[src/esl_pkg.sv]
// Package with the register map, field layout and types of the external/status latch block.
package esl_pkg;

  // Register byte addresses on the Avalon-MM slave.
  localparam logic [4:0] ADDR_ICTL   = 5'h00;
  localparam logic [4:0] ADDR_SRCEN  = 5'h04;
  localparam logic [4:0] ADDR_CMD    = 5'h08;
  localparam logic [4:0] ADDR_RXCTL  = 5'h0C;
  localparam logic [4:0] ADDR_MODE   = 5'h10;
  localparam logic [4:0] ADDR_EXTOPT = 5'h14;
  localparam logic [4:0] ADDR_STATUS = 5'h18;
  localparam logic [4:0] ADDR_PEND   = 5'h1C;

  // Source bit positions, shared by the enable and live status registers.
  localparam int SRC_ZC   = 0;
  localparam int SRC_DCD  = 1;
  localparam int SRC_SYNC = 2;
  localparam int SRC_CTS  = 3;
  localparam int SRC_EOM  = 4;
  localparam int SRC_BRK  = 5;
  localparam int NSRC     = 6;

  // Field positions.
  localparam int ICTL_MASTER_EN   = 0;
  localparam int RXCTL_ENTER_SRCH = 0;
  localparam int RXCTL_RX_EN      = 1;
  localparam int MODE_LSB         = 0;
  localparam int MODE_XTAL        = 2;
  localparam int EXTOPT_AUTO_FLAG = 0;

  // Command register codes.
  localparam logic [7:0] CMD_RESET_EXT = 8'h01;
  localparam logic [7:0] CMD_RESET_EOM = 8'h02;
  localparam logic [7:0] CMD_SEND_ABRT = 8'h03;

  // Reset value of the source enables, and the count of ones that makes an abort.
  localparam logic [5:0] SRCEN_RST = 6'h3F;
  localparam logic [2:0] ABORT_ONES = 3'h7;

  typedef enum logic [1:0] {
    ESL_MODE_ASYNC,
    ESL_MODE_SYNC,
    ESL_MODE_SDLC,
    ESL_MODE_EXTSYNC
  } esl_mode_e;

  // Receiver events, each a one-cycle strobe with its qualifiers.
  typedef struct packed {
    logic bit_valid;
    logic bit_value;
    logic char_valid;
    logic null_char;
    logic framing_err;
    logic sync_match;
    logic flag_seen;
  } esl_rx_ev_s;

  typedef struct packed {
    logic        ack;
    logic [31:0] rdata;
    logic        master_en;
    logic [5:0]  srcen;
    logic        rx_en;
    esl_mode_e   mode;
    logic        xtal;
    logic        auto_flag;
    logic        closed;
    logic [5:0]  lat;
    logic [5:0]  prev;
    logic        brk;
    logic [2:0]  ones;
    logic        end_of_message;
    logic        search;
    logic        zc;
    logic        null_keep;
  } esl_state_s;

endpackage

[src/esl_ext_status.sv]
// External/status interrupt latch of one serial channel, with its Avalon-MM register slave.
// Behaviour
// - Master enable bit plus six source enables.
// - Disabled source or zero count shows raw, enabled shows latch.
// - All latches close together on enabled change.
// - Pending flag set while latches closed.
// - Master enable clear keeps pending flag clear.
// - Reset-external command reopens the shared latches.
// - Status held stable during a host read.
// - Break/abort reads 0 in non-SDLC sync.
// - Async break: null plus framing error, one clears.
// - One null character kept when break ends.
// - Seven ones set abort, zero clears, forces search.
// - Both break/abort edges always close latches.
// - END_OF_MESSAGE reset command silent, CRC load sets.
// - Send abort sets END_OF_MESSAGE; async reads set.
// - Enhanced SDLC END_OF_MESSAGE means next frame writable.
// - CTS/DCD mirror pins; odd transitions keep closed.
// - Zero count live, only setting edge closes.
// - Zero count held 0 when disabled.
// - Async/external sync mirror sync pin.
// - Crystal enabled forces sync bit zero in async and external sync modes.
// - Enter-search sets, sync match clears search.
// - SDLC search on enable, command, abort; flag leaves.
//
// Local design decisions: the Avalon-MM slave port and the register addresses.
`timescale 1ns/1ps
`default_nettype none

module esl_ext_status (
  // Clock and reset
  input  wire logic               clk_sys,
  input  wire logic               rst,
  // Avalon-MM slave
  input  wire logic [4:0]         avs_address,
  input  wire logic               avs_read,
  input  wire logic               avs_write,
  input  wire logic [31:0]        avs_writedata,
  input  wire logic [3:0]         avs_byteenable,
  output logic      [31:0]        avs_readdata,
  output logic                    avs_waitrequest,
  // Line inputs and channel events
  input  wire logic               cts_in,
  input  wire logic               dcd_in,
  input  wire logic               sync_in,
  input  wire esl_pkg::esl_rx_ev_s rx_ev,
  input  wire logic               crc_to_shift,
  input  wire logic               baud_zero,
  input  wire logic               baud_reload,
  // Status toward host and channel
  output logic                    pending_flag,
  output logic                    rx_search,
  output logic                    null_char_keep,
  output logic                    tx_next_frame_ok
);

  esl_pkg::esl_state_s st_reg;
  esl_pkg::esl_state_s st_next;

  logic [5:0] raw;
  logic [5:0] status;
  logic [5:0] chg;
  logic [5:0] close_mask;
  logic       close_ev;
  logic       sync_forced;
  logic       is_async;
  logic       wr_ack;
  logic       rd_first;
  logic       cmd_reset_ext;
  logic       cmd_reset_eom;
  logic       cmd_send_abrt;
  logic       enter_search;
  logic [5:0] parity_diff;

  assign is_async    = (st_reg.mode == esl_pkg::ESL_MODE_ASYNC);
  // An illegal crystal plus external sync setting is treated like crystal in async mode.
  assign sync_forced = st_reg.xtal && (is_async || st_reg.mode == esl_pkg::ESL_MODE_EXTSYNC);

  // Raw condition of each source before the shared latch.
  always_comb
  begin
    raw                    = '0;
    raw[esl_pkg::SRC_ZC]   = st_reg.zc && st_reg.srcen[esl_pkg::SRC_ZC];
    raw[esl_pkg::SRC_DCD]  = dcd_in;
    raw[esl_pkg::SRC_CTS]  = cts_in;
    raw[esl_pkg::SRC_EOM]  = st_reg.end_of_message;
    raw[esl_pkg::SRC_BRK]  = st_reg.brk;
    if (sync_forced)
      raw[esl_pkg::SRC_SYNC] = 1'b0;
    else if (is_async || st_reg.mode == esl_pkg::ESL_MODE_EXTSYNC)
      raw[esl_pkg::SRC_SYNC] = sync_in;
    else
      raw[esl_pkg::SRC_SYNC] = st_reg.search;
  end

  // Live status: a disabled source bypasses the latch, zero count is always live.
  genvar gi;
  generate
    for (gi = 0; gi < esl_pkg::NSRC; gi++)
    begin : g_status
      if (gi == esl_pkg::SRC_ZC)
      begin : g_live
        assign status[gi] = raw[gi];
      end
      else
      begin : g_latched
        assign status[gi] = (st_reg.srcen[gi] && st_reg.closed) ? st_reg.lat[gi] : raw[gi];
      end
    end
  endgenerate

  // Edges that may close the latches; END_OF_MESSAGE and zero count close only on their setting edge.
  assign chg = raw ^ st_reg.prev;
  always_comb
  begin
    close_mask                       = 6'h3F;
    close_mask[esl_pkg::SRC_EOM]     = raw[esl_pkg::SRC_EOM];
    close_mask[esl_pkg::SRC_ZC]      = raw[esl_pkg::SRC_ZC];
    close_mask[esl_pkg::SRC_SYNC]    = !sync_forced;
  end
  assign close_ev = |(chg & st_reg.srcen & close_mask);

  // Bus decode; a write takes effect in the cycle waitrequest drops.
  assign avs_waitrequest = (avs_read || avs_write) && !st_reg.ack;
  assign wr_ack          = avs_write && st_reg.ack && avs_byteenable[0];
  assign rd_first        = avs_read && !st_reg.ack;
  assign cmd_reset_ext   = wr_ack && avs_address == esl_pkg::ADDR_CMD
                           && avs_writedata[7:0] == esl_pkg::CMD_RESET_EXT;
  assign cmd_reset_eom   = wr_ack && avs_address == esl_pkg::ADDR_CMD
                           && avs_writedata[7:0] == esl_pkg::CMD_RESET_EOM;
  assign cmd_send_abrt   = wr_ack && avs_address == esl_pkg::ADDR_CMD
                           && avs_writedata[7:0] == esl_pkg::CMD_SEND_ABRT;
  assign enter_search    = wr_ack && avs_address == esl_pkg::ADDR_RXCTL
                           && avs_writedata[esl_pkg::RXCTL_ENTER_SRCH];
  // CTS and DCD that moved an odd number of times since closing differ from their latch.
  assign parity_diff     = (raw ^ st_reg.lat) & st_reg.srcen
                           & ((6'h01 << esl_pkg::SRC_CTS) | (6'h01 << esl_pkg::SRC_DCD));

  always_comb
  begin
    st_next           = st_reg;
    st_next.ack       = (avs_read || avs_write) && !st_reg.ack;
    st_next.prev      = raw;
    st_next.null_keep = 1'b0;

    // The read word is frozen in the request's first cycle and held until it is taken.
    if (rd_first)
    begin
      st_next.rdata = '0;
      if (avs_address == esl_pkg::ADDR_ICTL)
        st_next.rdata[esl_pkg::ICTL_MASTER_EN] = st_reg.master_en;
      else if (avs_address == esl_pkg::ADDR_SRCEN)
        st_next.rdata[5:0] = st_reg.srcen;
      else if (avs_address == esl_pkg::ADDR_RXCTL)
        st_next.rdata[esl_pkg::RXCTL_RX_EN] = st_reg.rx_en;
      else if (avs_address == esl_pkg::ADDR_MODE)
        st_next.rdata[2:0] = {st_reg.xtal, st_reg.mode};
      else if (avs_address == esl_pkg::ADDR_EXTOPT)
        st_next.rdata[esl_pkg::EXTOPT_AUTO_FLAG] = st_reg.auto_flag;
      else if (avs_address == esl_pkg::ADDR_STATUS)
        st_next.rdata[5:0] = status;
      else if (avs_address == esl_pkg::ADDR_PEND)
        st_next.rdata[0] = pending_flag;
    end

    if (wr_ack)
    begin
      if (avs_address == esl_pkg::ADDR_ICTL)
        st_next.master_en = avs_writedata[esl_pkg::ICTL_MASTER_EN];
      else if (avs_address == esl_pkg::ADDR_SRCEN)
        st_next.srcen = avs_writedata[5:0];
      else if (avs_address == esl_pkg::ADDR_RXCTL)
        st_next.rx_en = avs_writedata[esl_pkg::RXCTL_RX_EN];
      else if (avs_address == esl_pkg::ADDR_MODE)
      begin
        st_next.mode = esl_pkg::esl_mode_e'(avs_writedata[esl_pkg::MODE_LSB +: 2]);
        st_next.xtal = avs_writedata[esl_pkg::MODE_XTAL];
      end
      else if (avs_address == esl_pkg::ADDR_EXTOPT)
        st_next.auto_flag = avs_writedata[esl_pkg::EXTOPT_AUTO_FLAG];
    end

    // Break in async mode, abort in SDLC, constant zero in other sync modes.
    if (is_async)
    begin
      st_next.ones = '0;
      if (rx_ev.char_valid && rx_ev.null_char && rx_ev.framing_err)
        st_next.brk = 1'b1;
      else if (rx_ev.bit_valid && rx_ev.bit_value)
        st_next.brk = 1'b0;
    end
    else if (st_reg.mode == esl_pkg::ESL_MODE_SDLC)
    begin
      if (rx_ev.bit_valid && rx_ev.bit_value)
      begin
        if (st_reg.ones != esl_pkg::ABORT_ONES)
          st_next.ones = st_reg.ones + 3'h1;
        if (st_reg.ones == esl_pkg::ABORT_ONES - 3'h1 || st_reg.ones == esl_pkg::ABORT_ONES)
          st_next.brk = 1'b1;
      end
      else if (rx_ev.bit_valid)
      begin
        st_next.ones = '0;
        st_next.brk  = 1'b0;
      end
    end
    else
    begin
      st_next.ones = '0;
      st_next.brk  = 1'b0;
    end
    // The receiver leaves one null in its FIFO when the break ends.
    st_next.null_keep = is_async && st_reg.brk && !st_next.brk;

    // Underrun/END_OF_MESSAGE: a set in the same cycle as the reset command wins.
    if (is_async)
      st_next.end_of_message = 1'b1;
    else if (crc_to_shift || cmd_send_abrt)
      st_next.end_of_message = 1'b1;
    else if (cmd_reset_eom)
      st_next.end_of_message = 1'b0;

    // Search state of the receiver in the synchronous modes.
    if (st_reg.mode == esl_pkg::ESL_MODE_SYNC)
    begin
      if (enter_search)
        st_next.search = 1'b1;
      else if (rx_ev.sync_match)
        st_next.search = 1'b0;
    end
    else if (st_reg.mode == esl_pkg::ESL_MODE_SDLC)
    begin
      if (enter_search || (st_next.rx_en && !st_reg.rx_en) || (st_next.brk && !st_reg.brk))
        st_next.search = 1'b1;
      else if (rx_ev.flag_seen)
        st_next.search = 1'b0;
    end
    else
      st_next.search = 1'b0;

    if (baud_zero)
      st_next.zc = 1'b1;
    else if (baud_reload)
      st_next.zc = 1'b0;

    // Reopen on command, but CTS/DCD with an odd count keep the group closed.
    if (cmd_reset_ext && st_reg.closed)
    begin
      if (|parity_diff)
        st_next.lat = raw;
      else
        st_next.closed = 1'b0;
    end
    if (close_ev && !st_next.closed)
    begin
      st_next.closed = 1'b1;
      st_next.lat    = raw;
    end
    else if (st_reg.closed && chg[esl_pkg::SRC_BRK] && st_reg.srcen[esl_pkg::SRC_BRK])
      st_next.lat[esl_pkg::SRC_BRK] = raw[esl_pkg::SRC_BRK];
  end

  always_ff @(posedge clk_sys)
  begin
    if (rst)
    begin
      st_reg           <= '0;
      st_reg.srcen     <= esl_pkg::SRCEN_RST;
      st_reg.mode      <= esl_pkg::ESL_MODE_ASYNC;
      st_reg.end_of_message       <= 1'b1;
      // END_OF_MESSAGE starts set, so its edge history must agree or the latches close straight out of reset.
      st_reg.prev[esl_pkg::SRC_EOM] <= 1'b1;
    end
    else
      st_reg <= st_next;
  end

  assign avs_readdata     = st_reg.rdata;
  assign pending_flag     = st_reg.master_en && st_reg.closed;
  assign rx_search        = st_reg.search;
  assign null_char_keep   = st_reg.null_keep;
  assign tx_next_frame_ok = st_reg.end_of_message && st_reg.auto_flag
                            && st_reg.mode == esl_pkg::ESL_MODE_SDLC;
endmodule // esl_ext_status

`default_nettype wire

[config.mk]
export PLATFORM = sky130hd
export DESIGN_NAME = esl_ext_status
export DESIGN_NICKNAME = d
export VERILOG_FILES = /design/src/esl_pkg.sv /design/src/esl_ext_status.sv
export SDC_FILE = /design/constraint.sdc
export NUM_CORES = 1
export LEC_CHECK = 0
export ABC_CLOCK_PERIOD_IN_PS = 3400
export BUFFER_PORTS_ARGS = -buffer_cell sky130_fd_sc_hd__buf_2
export CAP_MARGIN = 15
export CORE_ASPECT_RATIO = 1.5
export CORE_MARGIN = 2
export CORE_UTILIZATION = 52
export CTS_CLUSTER_DIAMETER = 120
export CTS_CLUSTER_SIZE = 10
export DETAILED_ROUTE_END_ITERATION = 6
export PLACE_DENSITY = 0.85
export SLEW_MARGIN = 20
export SYNTH_ARGS = -nofsm -noshare
export SYNTH_HDL_FRONTEND = slang
export SYNTH_SLANG_ARGS = --single-unit
[constraint.sdc]
create_clock -name clk_sys -period 3.4 [get_ports clk_sys]
set_clock_uncertainty 0.2 [all_clocks]
set_input_delay 0.17 -clock clk_sys [delete_from_list [all_inputs] [get_ports clk_sys]]
set_output_delay 0.17 -clock clk_sys [all_outputs]
set_load 0.1 [all_outputs]
==> results of run 1 <==
## cell families (layout without fill, tap and decap cells)
kind of cell,after synthesis,in the layout,share of synthesized area [%]
AO/OA/AOI/OAI,45,45,13.9
XOR/XNOR,7,7,2.64
adder cells (fa/ha/maj),6,6,3.23
buffers and inverters,51,68,14.1
flip-flops,39,39,33.6
multiplexers,12,12,5.71
other,1,26,0.161
AND/OR/NAND/NOR,121,121,26.6
## how the worst min path moves through the flow
stage,cells after the start,startpoint,slack (ns),end
final,3,avs_writedata[0],0.02,st_reg[23]$_SDFFE_PP0P_
after global placement,2,crc_to_shift,0.16,close_mask[4]$_SDFFE_PP1P_
after CTS,3,avs_writedata[0],0.01,st_reg[23]$_SDFFE_PP0P_
after detailed placement,2,crc_to_shift,0.18,close_mask[4]$_SDFFE_PP1P_
after global routing,3,avs_writedata[0],0.03,st_reg[23]$_SDFFE_PP0P_
after floorplan,1,crc_to_shift,0.08,close_mask[4]$_SDFFE_PP1P_
## worst max-delay path: cells and delay by family (launching register included)
family | cells | cell delay (ns)
buffers and inverters | 1 | 0.08
flip-flops | 1 | 0.40
AO/OA/AOI/OAI | 4 | 0.95
adder cells (fa/ha/maj) | 1 | 0.35
multiplexers | 1 | 0.22
AND/OR/NAND/NOR | 1 | 0.07
## where the power goes
group | switching, mW | internal, mW | total [mW]
sequential | 0.0120 | 0.469 | 0.481
combinational | 0.208 | 0.0594 | 0.267
clock | 0.177 | 0.143 | 0.320
total | 0.397 | 0.671 | 1.07
## layout by cell type, fill, tap and decap left out, drive strengths merged, types with 7 or more instances in the layout
| master | n |
|---|---|
| dlygate4sd3 | 12 |
| nor3 | 7 |
| a21oi | 21 |
| conb | 26 |
| nand2 | 34 |
| nor2 | 32 |
| dfxtp | 39 |
| nand3 | 12 |
| mux2i | 11 |
| nand3b | 7 |
| inv | 7 |
| xor2 | 7 |
| buf | 41 |
## metrics by stage
| step | util (%) | std cells |
|---|---|---|
| floorplan | - | 307 |
| global placement | 55.6 | 350 |
| detailed placement | 55.6 | 350 |
| CTS | 60.4 | 370 |
| global route | 60.4 | 370 |
| finish | 60.4 | 370 |
## final cells by class
class	instances	area, um2	share of cell area, %
repair buffers	53	325	12.6
clock inverters	3	20.0	0.774
inverters	7	26.3	1.02
clock buffers	5	68.8	2.66
well taps	46	57.6	2.22
multi-input cells	217	1310	50.6
flip-flops and latches	39	781	30.2
## metal layers
layer	share of wire [%]	GRT usage (%)	vias to the layer above
met4	3.7	11.4	0
li1	-	-	989
met2	52	38.7	66
met5	0	0	-
met3	5.1	3.62	16
met1	39	23.7	913
## what timing repair did
action | 4_1_cts | 5_1_grt
hold buffers | 12 | 0
setup buffers | 0 | 0
endpoints found under the hold margin | 14 | 0
==> results by group, run 1 <==
Run status
  – Run status: finished, violations left
  – Failing checks: design-rule violations

Floorplanning
  – Die Y: 85.9 um
  – Full die area: 5030 um2
  – Initial core utilization: 54.3%
  – Die width: 58.6 um
  – Core ar.: 4280 um2
  – # IOs: 95
  – Std-Cell Rows: 29

Synthesis
  – Largest cells by area after synthesis: dfxtp_1 (34%), buf_4 (11%), nand2_1 (5.5%)
  – Asr flop ratio synth: 0%
  – Mean post-synth cell area: 8.24 um2
  – Count leader, synth: dfxtp_1
  – Ys Warns: 0
  – Synth top cells by count: dfxtp_1 (39), nand2_1 (34), buf_4 (33), nor2_1 (31), a21oi_1 (20)
  – Post-synthesis sequential area ratio: 33.6%
  – Netlist Area Pre-Place: 2320 um2
  – Cell variety after synth: 48
  – Ys flop type: dfxtp_1
  – Yosys top cell area share: 33.6%
  – Cell taking the most area after synthesis: dfxtp_1
  – Yosys reg bits: 39
  – Post-synth EDFFs: 0
  – Post-Synthesis Cells: 282

Clock network
  – Worst skew pair latency: 0.30 ns
  – CTS tree: built
  – Clock buffer depth: 2
  – CTS sink cnt: 39
  – Root Buffer: clkbuf_8
  – TritonCTS buffer count: 5
  – H-tree depth: 2
  – CTS clock-pin slew for the worst setup and hold paths: 0.08 ns
  – Post-cts resize count: 0

Critical path
  – RR Endpoint: st_reg[19]$_SDFFE_PP0P_
  – Critical path arrival: 2.37 ns
  – FF-to-FF path depth: 8
  – CP peak stage delay: 0.40 ns
  – Maximum fanout along the worst path: 7
  – Slowest library cell on the worst path: dfxtp_1
  – Crit path kind: reg2reg
  – CP required: 3.36 ns
  – Crit. Startpoint: st_reg[23]$_SDFFE_PP0P_
  – R2R Setup Slk: 0.99 ns
  – Crit path to: st_reg[19]$_SDFFE_PP0P_
  – Startpoint types: flip-flop
  – CP Capture Type: flip-flop
  – Worst r2r src: st_reg[23]$_SDFFE_PP0P_
  – Cells along the critical path: inv_1 -> ha_1 -> nor3b_1 -> a32o_1 -> a2111oi_4 -> a22o_1 -> mux2i_1 -> a31oi_1

Route
  – DR iter-0 viols: 115
  – Routed wire length per instance: 13.6 um
  – Vias per cell: 5.36
  – Remaining DRCs: 5
  – Antenna-violating nets left: 0
  – TritonRoute pass-1 iters: 6
  – Vias: 1984
  – Post-Route WL: 5040 um

Global routing
  – Overall Global Routing Usage: 21.6%
  – Largest net degree at the start of global routing: 36
  – Initial antenna violation count: 0
  – Total grt overflow: 0
  – Vias in the first global route: 1867
  – First-pass GRT wire length: 8400 um

Layout
  – Area Growth Syn to Fin: 11.4%
  – Largest register FFs: 29
  – Fillers: 376
  – Final nets: 387
  – Final instance area: 2590 um2
  – Share of cells above drive strength 1: 18.5%
  – # diodes: 0

Pwr
  – Peak supply drop: 0.266 mV
  – Pwr dens: 413 nW/um2
  – Pleak: 1.20 nW
  – Power Total: 1.07 mW

STA
  – Tightest Pin Transition: 0.613 ns
  – Final Cycle Share: 71.0%
  – Fmax: 0.415 GHz
  – Relative slew slack: 59.2%
  – Unrepaired setup endpoints after global routing: no
  – Final setup margin: 0.988 ns
  – Total negative slack: 0 ns
  – Final setup vio count: 0
  – Final min period: 2.41 ns
  – Fin. max-slew vios: 0
  – Hold slack: 0.0175 ns
  – Hold Fails Final Rpt: 0

Placement
  – DP HPWL: 3710 um
  – Routability cong.: 0.796
  – DP Area: 2380 um2
  – Port Buffers: 41
  – Dpl ws: 1.01 ns

Run
  – Maxcap violations: 0

Hold path
  – Hold Crit Class: in2reg
No activity file was read; power rests on OpenSTA's default activity.
==> run 2, diff against run 1 <==
Settings changed: ABC_AREA set to 1, ABC_CLOCK_PERIOD_IN_PS 3400 to 2490, CORE_UTILIZATION 52 to 49, PLACE_DENSITY 0.85 to 0.8.
Clock period 3.4 ns to 2.49 ns, I/O delays scaled along.
==> run 2 against run 1 <==
Compared with the run above: the run now ends clean; critical path depth grew 3; power grew 43%; sequential power grew 37%; utilization shrank 1.0 points; critical endpoint is now close_mask[4]$_SDFFE_PP1P_; global-route usage shrank 1.4 points.
==> results by group, run 2 <==
Global routing
  – Vias in the first global route: 2227 (+19%)
  – Largest net degree at the start of global routing: 20 (-44%)
  – Initial antenna violation count: 0 (unchanged)
  – Overall Global Routing Usage: 20.3% (-1.4 points)
  – First-pass GRT wire length: 9370 um (+11%)
  – Total grt overflow: 0 (unchanged)

Layout
  – Final nets: 493 (+27%)
  – Area Growth Syn to Fin: 16.1%
  – Commonest non-fill, non-tap cell in the layout: nand2_1
  – Fillers: 471 (+25%)
  – Most frequent cells in the layout: nand2_1 (85), inv_1 (44), nor2_1 (42), buf_2 (41), dfxtp_1 (39)
  – Seq. cell area: 781 um2 (unchanged)
  – Largest register FFs: 29 (unchanged)
  – Share of cells above drive strength 1: 19.1% (+0.55 points)
  – Area of the multi-input gates: 1350 um2 (+3.1%)
  – # diodes: 0 (unchanged)

Clock network
  – H-tree depth: 2 (unchanged)
  – Root Buffer: clkbuf_8
  – CTS sink cnt: 39 (unchanged)
  – Total setup buffers inserted after CTS: 0 (unchanged)
  – TritonCTS buffer count: 5 (unchanged)
  – Hold buffer count at CTS: 16 (+4)
  – Post-cts resize count: 0 (unchanged)
  – CTS clock-pin slew for the worst setup and hold paths: 0.08 ns (about the same)
  – Clock buffer depth: 2 (unchanged)
  – Worst skew pair latency: 0.29 ns (about the same)
  – CTS tree: built

Route
  – Routed wire length per instance: 11.3 um (-17%)
  – Post-Route WL: 5620 um (+12%)
  – Antenna-violating nets left: 0 (unchanged)
  – DR iter-0 viols: 74 (-36%)
  – Remaining DRCs: 0 (-5)
  – TritonRoute pass-1 iters: 4 (-2)
  – Vias per cell: 4.85 (-9.5%)
  – Vias: 2406 (+21%)

Run status
  – Run status: finished, final reports clean

STA
  – Fmax: 0.460 GHz
  – Hold Fails Final Rpt: 0 (unchanged)
  – Final setup vio count: 0 (unchanged)
  – Relative slew slack: 60.6% (+1.5 points)
  – Final Cycle Share: 87.3%
  – Fin. max-slew vios: 0 (unchanged)
  – Unrepaired setup endpoints after global routing: no
  – Hold slack: 0.0112 ns (-0.00627 ns)
  – Final min period: 2.17 ns
  – Final setup margin: 0.317 ns (-0.671 ns)
  – Tightest Pin Transition: 0.590 ns (-0.0226 ns)
  – Total negative slack: 0 ns (unchanged)

Floorplanning
  – Die Y: 91.5 um (+6.6%)
  – Std-Cell Rows: 31 (+6.9%)
  – Core ar.: 4890 um2 (+14%)
  – Full die area: 5700 um2 (+13%)
  – Initial core utilization: 51.2% (-3.1 points)
  – # IOs: 95 (unchanged)
  – Die width: 62.3 um (+6.4%)

Synthesis
  – Asr flop ratio synth: 0% (unchanged)
  – Post-synth EDFFs: 0 (unchanged)
  – Netlist Area Pre-Place: 2500 um2 (+7.6%)
  – Cell variety after synth: 35 (-27%)
  – Yosys top cell area share: 31.2% (-2.4 points)
  – Post-synthesis sequential area ratio: 31.2% (-2.4 points)
  – Synth top cells by count: nand2_1 (85), inv_1 (44), nor2_1 (42), dfxtp_1 (39), buf_4 (34)
  – Ys flop type: dfxtp_1
  – Ys Warns: 0 (unchanged)
  – Mean post-synth cell area: 6.69 um2 (-19%)
  – Cell taking the most area after synthesis: dfxtp_1
  – Post-Synthesis Cells: 374 (+33%)
  – Count leader, synth: nand2_1
  – Largest cells by area after synthesis: dfxtp_1 (31%), nand2_1 (13%), buf_4 (10%)
  – Yosys reg bits: 39 (unchanged)

Placement
  – Routability cong.: 0.872 (+9.6%)
  – Dpl ws: 0.517 ns (-0.498 ns)
  – DP HPWL: 4320 um (+16%)
  – Port Buffers: 41 (unchanged)

Critical path
  – Crit path kind: in2reg
  – CP Capture Type: flip-flop
  – CP peak stage delay: 0.55 ns (+0.15 ns)
  – Critical path arrival: 2.16 ns (-0.21 ns)
  – Slowest library cell on the worst path: dlygate4sd3_1
  – CP required: 2.48 ns (-0.88 ns)
  – Maximum fanout along the worst path: 3 (-4)
  – Crit path max-delay family: buffers and inverters
  – WP buf/inv: 4 (+3)
  – Startpoint types: input pin
  – Cells along the critical path: dlygate4sd3_1 -> buf_2 -> inv_1 -> nand2_1 -> nor2_1 -> nand2_1 -> nor2_2 -> nand3_1 -> a21oi_1 -> o211ai_1 -> dlygate4sd3_1

Pwr
  – Peak supply drop: 0.395 mV (+49%)
  – Pwr dens: 524 nW/um2 (+27%)
  – Power Total: 1.52 mW (+43%)
  – Pleak: 1.48 nW (+23%)

Run
  – Maxcap violations: 0 (unchanged)

Hold path
  – Hold Crit Class: in2reg
run 2: final timing paths:
check,start,endpoint,slack (ns),depth (start not counted)
worst max-delay path,avs_writedata[5],close_mask[4]$_SDFFE_PP1P_,0.32,11
worst min-delay path,avs_write,st_reg[65]$_SDFF_PP0_,0.01,4
worst max register to register,st_reg[65]$_SDFF_PP0_,close_mask[4]$_SDFFE_PP1P_,0.42,8
worst min register to register,avs_readdata[2]$_SDFFE_PP0P_,avs_readdata[2]$_SDFFE_PP0P_,0.27,2
run 2: layer usage:
layer	share of wire (%)	global-route usage (%)
met1	40	21.8
met2	50	37.3
met3	5.6	2.35
met4	4.0	12.4
met5	0	0
run 2: where the power goes:
part	internal [mW]	total, mW	switching [mW]
Clock	0.253	0.474	0.221
Sequential	0.642	0.657	0.0153
Combinational	0.0810	0.390	0.309
run 2: metrics by stage:
stage          cell area (um2)  util, %  instances
2_1_floorplan             2600        -        399
3_3_place_gp              2640     54.1        472
3_5_place_dp              2640     54.1        472
4_1_cts                   2900     59.4        496
5_1_grt                   2900     59.4        496
6_report                  2900     59.4        496
run 2: cell families (layout without fill, tap and decap cells):
logic type	after synthesis	after routing	synth area share, %
and+or+nand+nor	177	177	32.8
buffers and inverters	91	122	18.8
AOI/OAI and AO/OA	59	59	13.7
DFF	39	39	31.2
adders and majority gates	6	6	3.00
other	1	26	0.150
xor gates and xnor gates	1	1	0.350
run 2: tightest hold or removal path: stages:
cell and delay [ns]:
buf_2 0.10, inv_1 0.04, a21oi_1 0.06, and2_1 0.13
run 2: cell type report:
| class | instances | share of cell area [%] |
|---|---|---|
| Inverter | 54 | 6.98 |
| Tap cell | 66 | 2.84 |
| Timing Repair Buffer | 60 | 13.4 |
| Multi-Input combinational cell | 269 | 46.5 |
| Clock buffer | 8 | 3.45 |
| Sequential cell | 39 | 26.9 |
==> run 3, diff against run 2 <==
Settings changed: SETUP_SLACK_MARGIN set to 0.5.
==> run 3 against run 2 <==
Compared with the run above: register-to-register slack improved by 0.14 ns; die area is the same; final cell count fell by 0.20%; global-route usage is 1.8 points higher; design area is 0.95% higher; first-iteration DRC count up 16%; hold slack is essentially flat; utilization rose by 0.56 points; sequential cell count unchanged.
==> results by group, run 3 (same netlist as run 2, synthesis figures left out) <==
Run status
  – Run status: finished, final reports clean

Pwr
  – Peak supply drop: 0.516 mV (+30%)
  – Pleak: 1.49 nW (+1.0%)
  – Pwr dens: 552 nW/um2 (+5.2%)

Floorplanning
  – Full die area: 5700 um2 (unchanged)
  – Initial core utilization: 51.2% (unchanged)
  – Die width: 62.3 um (unchanged)
  – Die Y: 91.5 um (unchanged)
  – Std-Cell Rows: 31 (unchanged)
  – Core ar.: 4890 um2 (unchanged)
  – # IOs: 95 (unchanged)

Critical path
  – CP required: 2.49 ns (about the same)
  – Maximum fanout along the worst path: 6 (+3)
  – FF-to-FF path depth: 11 (+3)
  – Crit path kind: reg2reg
  – CP Capture Type: flip-flop
  – Critical path arrival: 1.93 ns (-0.23 ns)
  – Startpoint types: flip-flop

STA
  – Total negative slack: 0 ns (unchanged)
  – Tightest Pin Transition: 0.509 ns (-0.0808 ns)
  – Hold Fails Final Rpt: 0 (unchanged)
  – Fmax: 0.517 GHz (+12%)
  – Final Cycle Share: 77.6% (-9.6 points)
  – Final min period: 1.93 ns (-0.240 ns)
  – Unrepaired setup endpoints after global routing: yes
  – Final setup vio count: 0 (unchanged)
  – Fin. max-slew vios: 0 (unchanged)
  – Relative slew slack: 66.0% (+5.4 points)

Layout
  – Most frequent cells in the layout: nand2_1 (85), inv_1 (42), nor2_1 (42), buf_2 (41), dfxtp_1 (36)
  – Core Util, Final: 60.0% (+0.56 points)
  – # diodes: 0 (unchanged)
  – Commonest non-fill, non-tap cell in the layout: nand2_1
  – Fillers: 495 (+5.1%)
  – Final instance area: 2930 um2 (+0.95%)
  – Largest register FFs: 29 (unchanged)
  – Area Growth Syn to Fin: 17.2%
  – Final nets: 492 (-0.20%)
  – Share of cells above drive strength 1: 21.0% (+1.9 points)

Placement
  – Port Buffers: 41 (unchanged)
  – Routability cong.: 0.878 (+0.64%)
  – DP Area: 2640 um2 (about the same)
  – DP HPWL: 4560 um (+5.6%)

Route
  – Remaining DRCs: 0 (unchanged)
  – Antenna-violating nets left: 0 (unchanged)
  – Routed wire length per instance: 12.3 um (+8.9%)
  – Vias per cell: 4.96 (+2.2%)
  – TritonRoute pass-1 iters: 5 (+1)
  – Vias: 2454 (+2.0%)
  – Post-Route WL: 6110 um (+8.7%)
  – DR iter-0 viols: 86 (+16%)

Hold path
  – Hold depth: 4 (unchanged)
  – Hold Crit Class: in2reg

Global routing
  – Largest net degree at the start of global routing: 21 (+5.0%)
  – Total grt overflow: 0 (unchanged)
  – First-pass GRT wire length: 10100 um (+7.6%)
  – Vias in the first global route: 2387 (+7.2%)
  – Initial antenna violation count: 0 (unchanged)
  – Overall Global Routing Usage: 22.1% (+1.8 points)

Clock network
  – CTS clock-pin slew for the worst setup and hold paths: 0.08 ns (about the same)
  – H-tree depth: 2 (unchanged)
  – Worst skew pair latency: 0.30 ns (about the same)
  – CTS tree: built
  – CTS sink cnt: 39 (unchanged)
  – Clock buffer depth: 2 (unchanged)
  – Root Buffer: clkbuf_8
  – TritonCTS buffer count: 5 (unchanged)

Run
  – Maxcap violations: 0 (unchanged)
-- run 3: final timing paths --
check | startpoint | endpoint | slack [ns]
max | st_reg[23]$_SDFFE_PP0P_ | st_reg[19]$_SDFFE_PP0P_ | 0.56
min | avs_write | st_reg[65]$_SDFF_PP0_ | 0.01
max reg2reg | st_reg[23]$_SDFFE_PP0P_ | st_reg[19]$_SDFFE_PP0P_ | 0.56
min reg2reg | avs_readdata[3]$_SDFFE_PP0P_ | avs_readdata[3]$_SDFFE_PP0P_ | 0.27
-- run 3: repair_timing --
| item | CTS | global route |
|---|---|---|
| hold buffers | 15 | 0 |
| setup buffers | 0 | 1 |
| endpoints found under the hold margin | 15 | 0 |
| setup endpoints to repair | 1 | 8 |
| gates resized for setup | 1 | 4 |
-- run 3: cell type report --
cell class / instances / area [um2] / area share [%]
repair buffers: 59 / 378 / 12.9
multi-input cells: 269 / 1370 / 46.6
clock inverters: 2 / 35.0 / 1.20
inverters: 54 / 203 / 6.92
flip-flops and latches: 39 / 785 / 26.8
well taps: 66 / 82.6 / 2.82
clock buffers: 6 / 82.6 / 2.82
-- run 3: layer usage --
layer	up-vias	track usage (%)	share of wire [%]
met3	25	3.35	4.3
li1	1238	-	-
met2	94	42.6	53
met1	1097	22.0	38
met4	0	12.4	4.5
met5	-	0	0
-- run 3: where the power goes --
part / leakage [nW] / switching (mW) / total (mW) / internal [mW]
Combinational: 1.11 / 0.314 / 0.396 / 0.0822
Sequential: 0.319 / 0.0155 / 0.658 / 0.642
Clock: 0.0612 / 0.238 / 0.563 / 0.324
-- run 3: worst max-delay path, cell delays in order (launching register included) --
cell	delay [ns]
dfxtp_1	0.36
inv_2	0.08
ha_4	0.25
or2_1	0.22
nand3_1	0.07
nand3_1	0.10
nand3_2	0.13
nand2_4	0.09
nand2_4	0.11
nor2_1	0.05
nor2_1	0.10
nor2_1	0.05
-- run 3: per-stage QoR --
| stage | power (mW) | hold slack [ns] | setup WS [ns] | cells |
|---|---|---|---|---|
| 4_1_cts | 1.61 | 0.00977 | 0.501 | 494 |
| 5_1_grt | 1.66 | 0.0482 | 0.442 | 495 |
| 3_3_place_gp | 1.04 | 0.128 | 0.566 | 471 |
| 6_report | 1.62 | 0.0108 | 0.557 | 495 |
| 2_1_floorplan | 1.01 | 0.0315 | 0.380 | 399 |
| 3_5_place_dp | 1.04 | 0.137 | 0.510 | 471 |
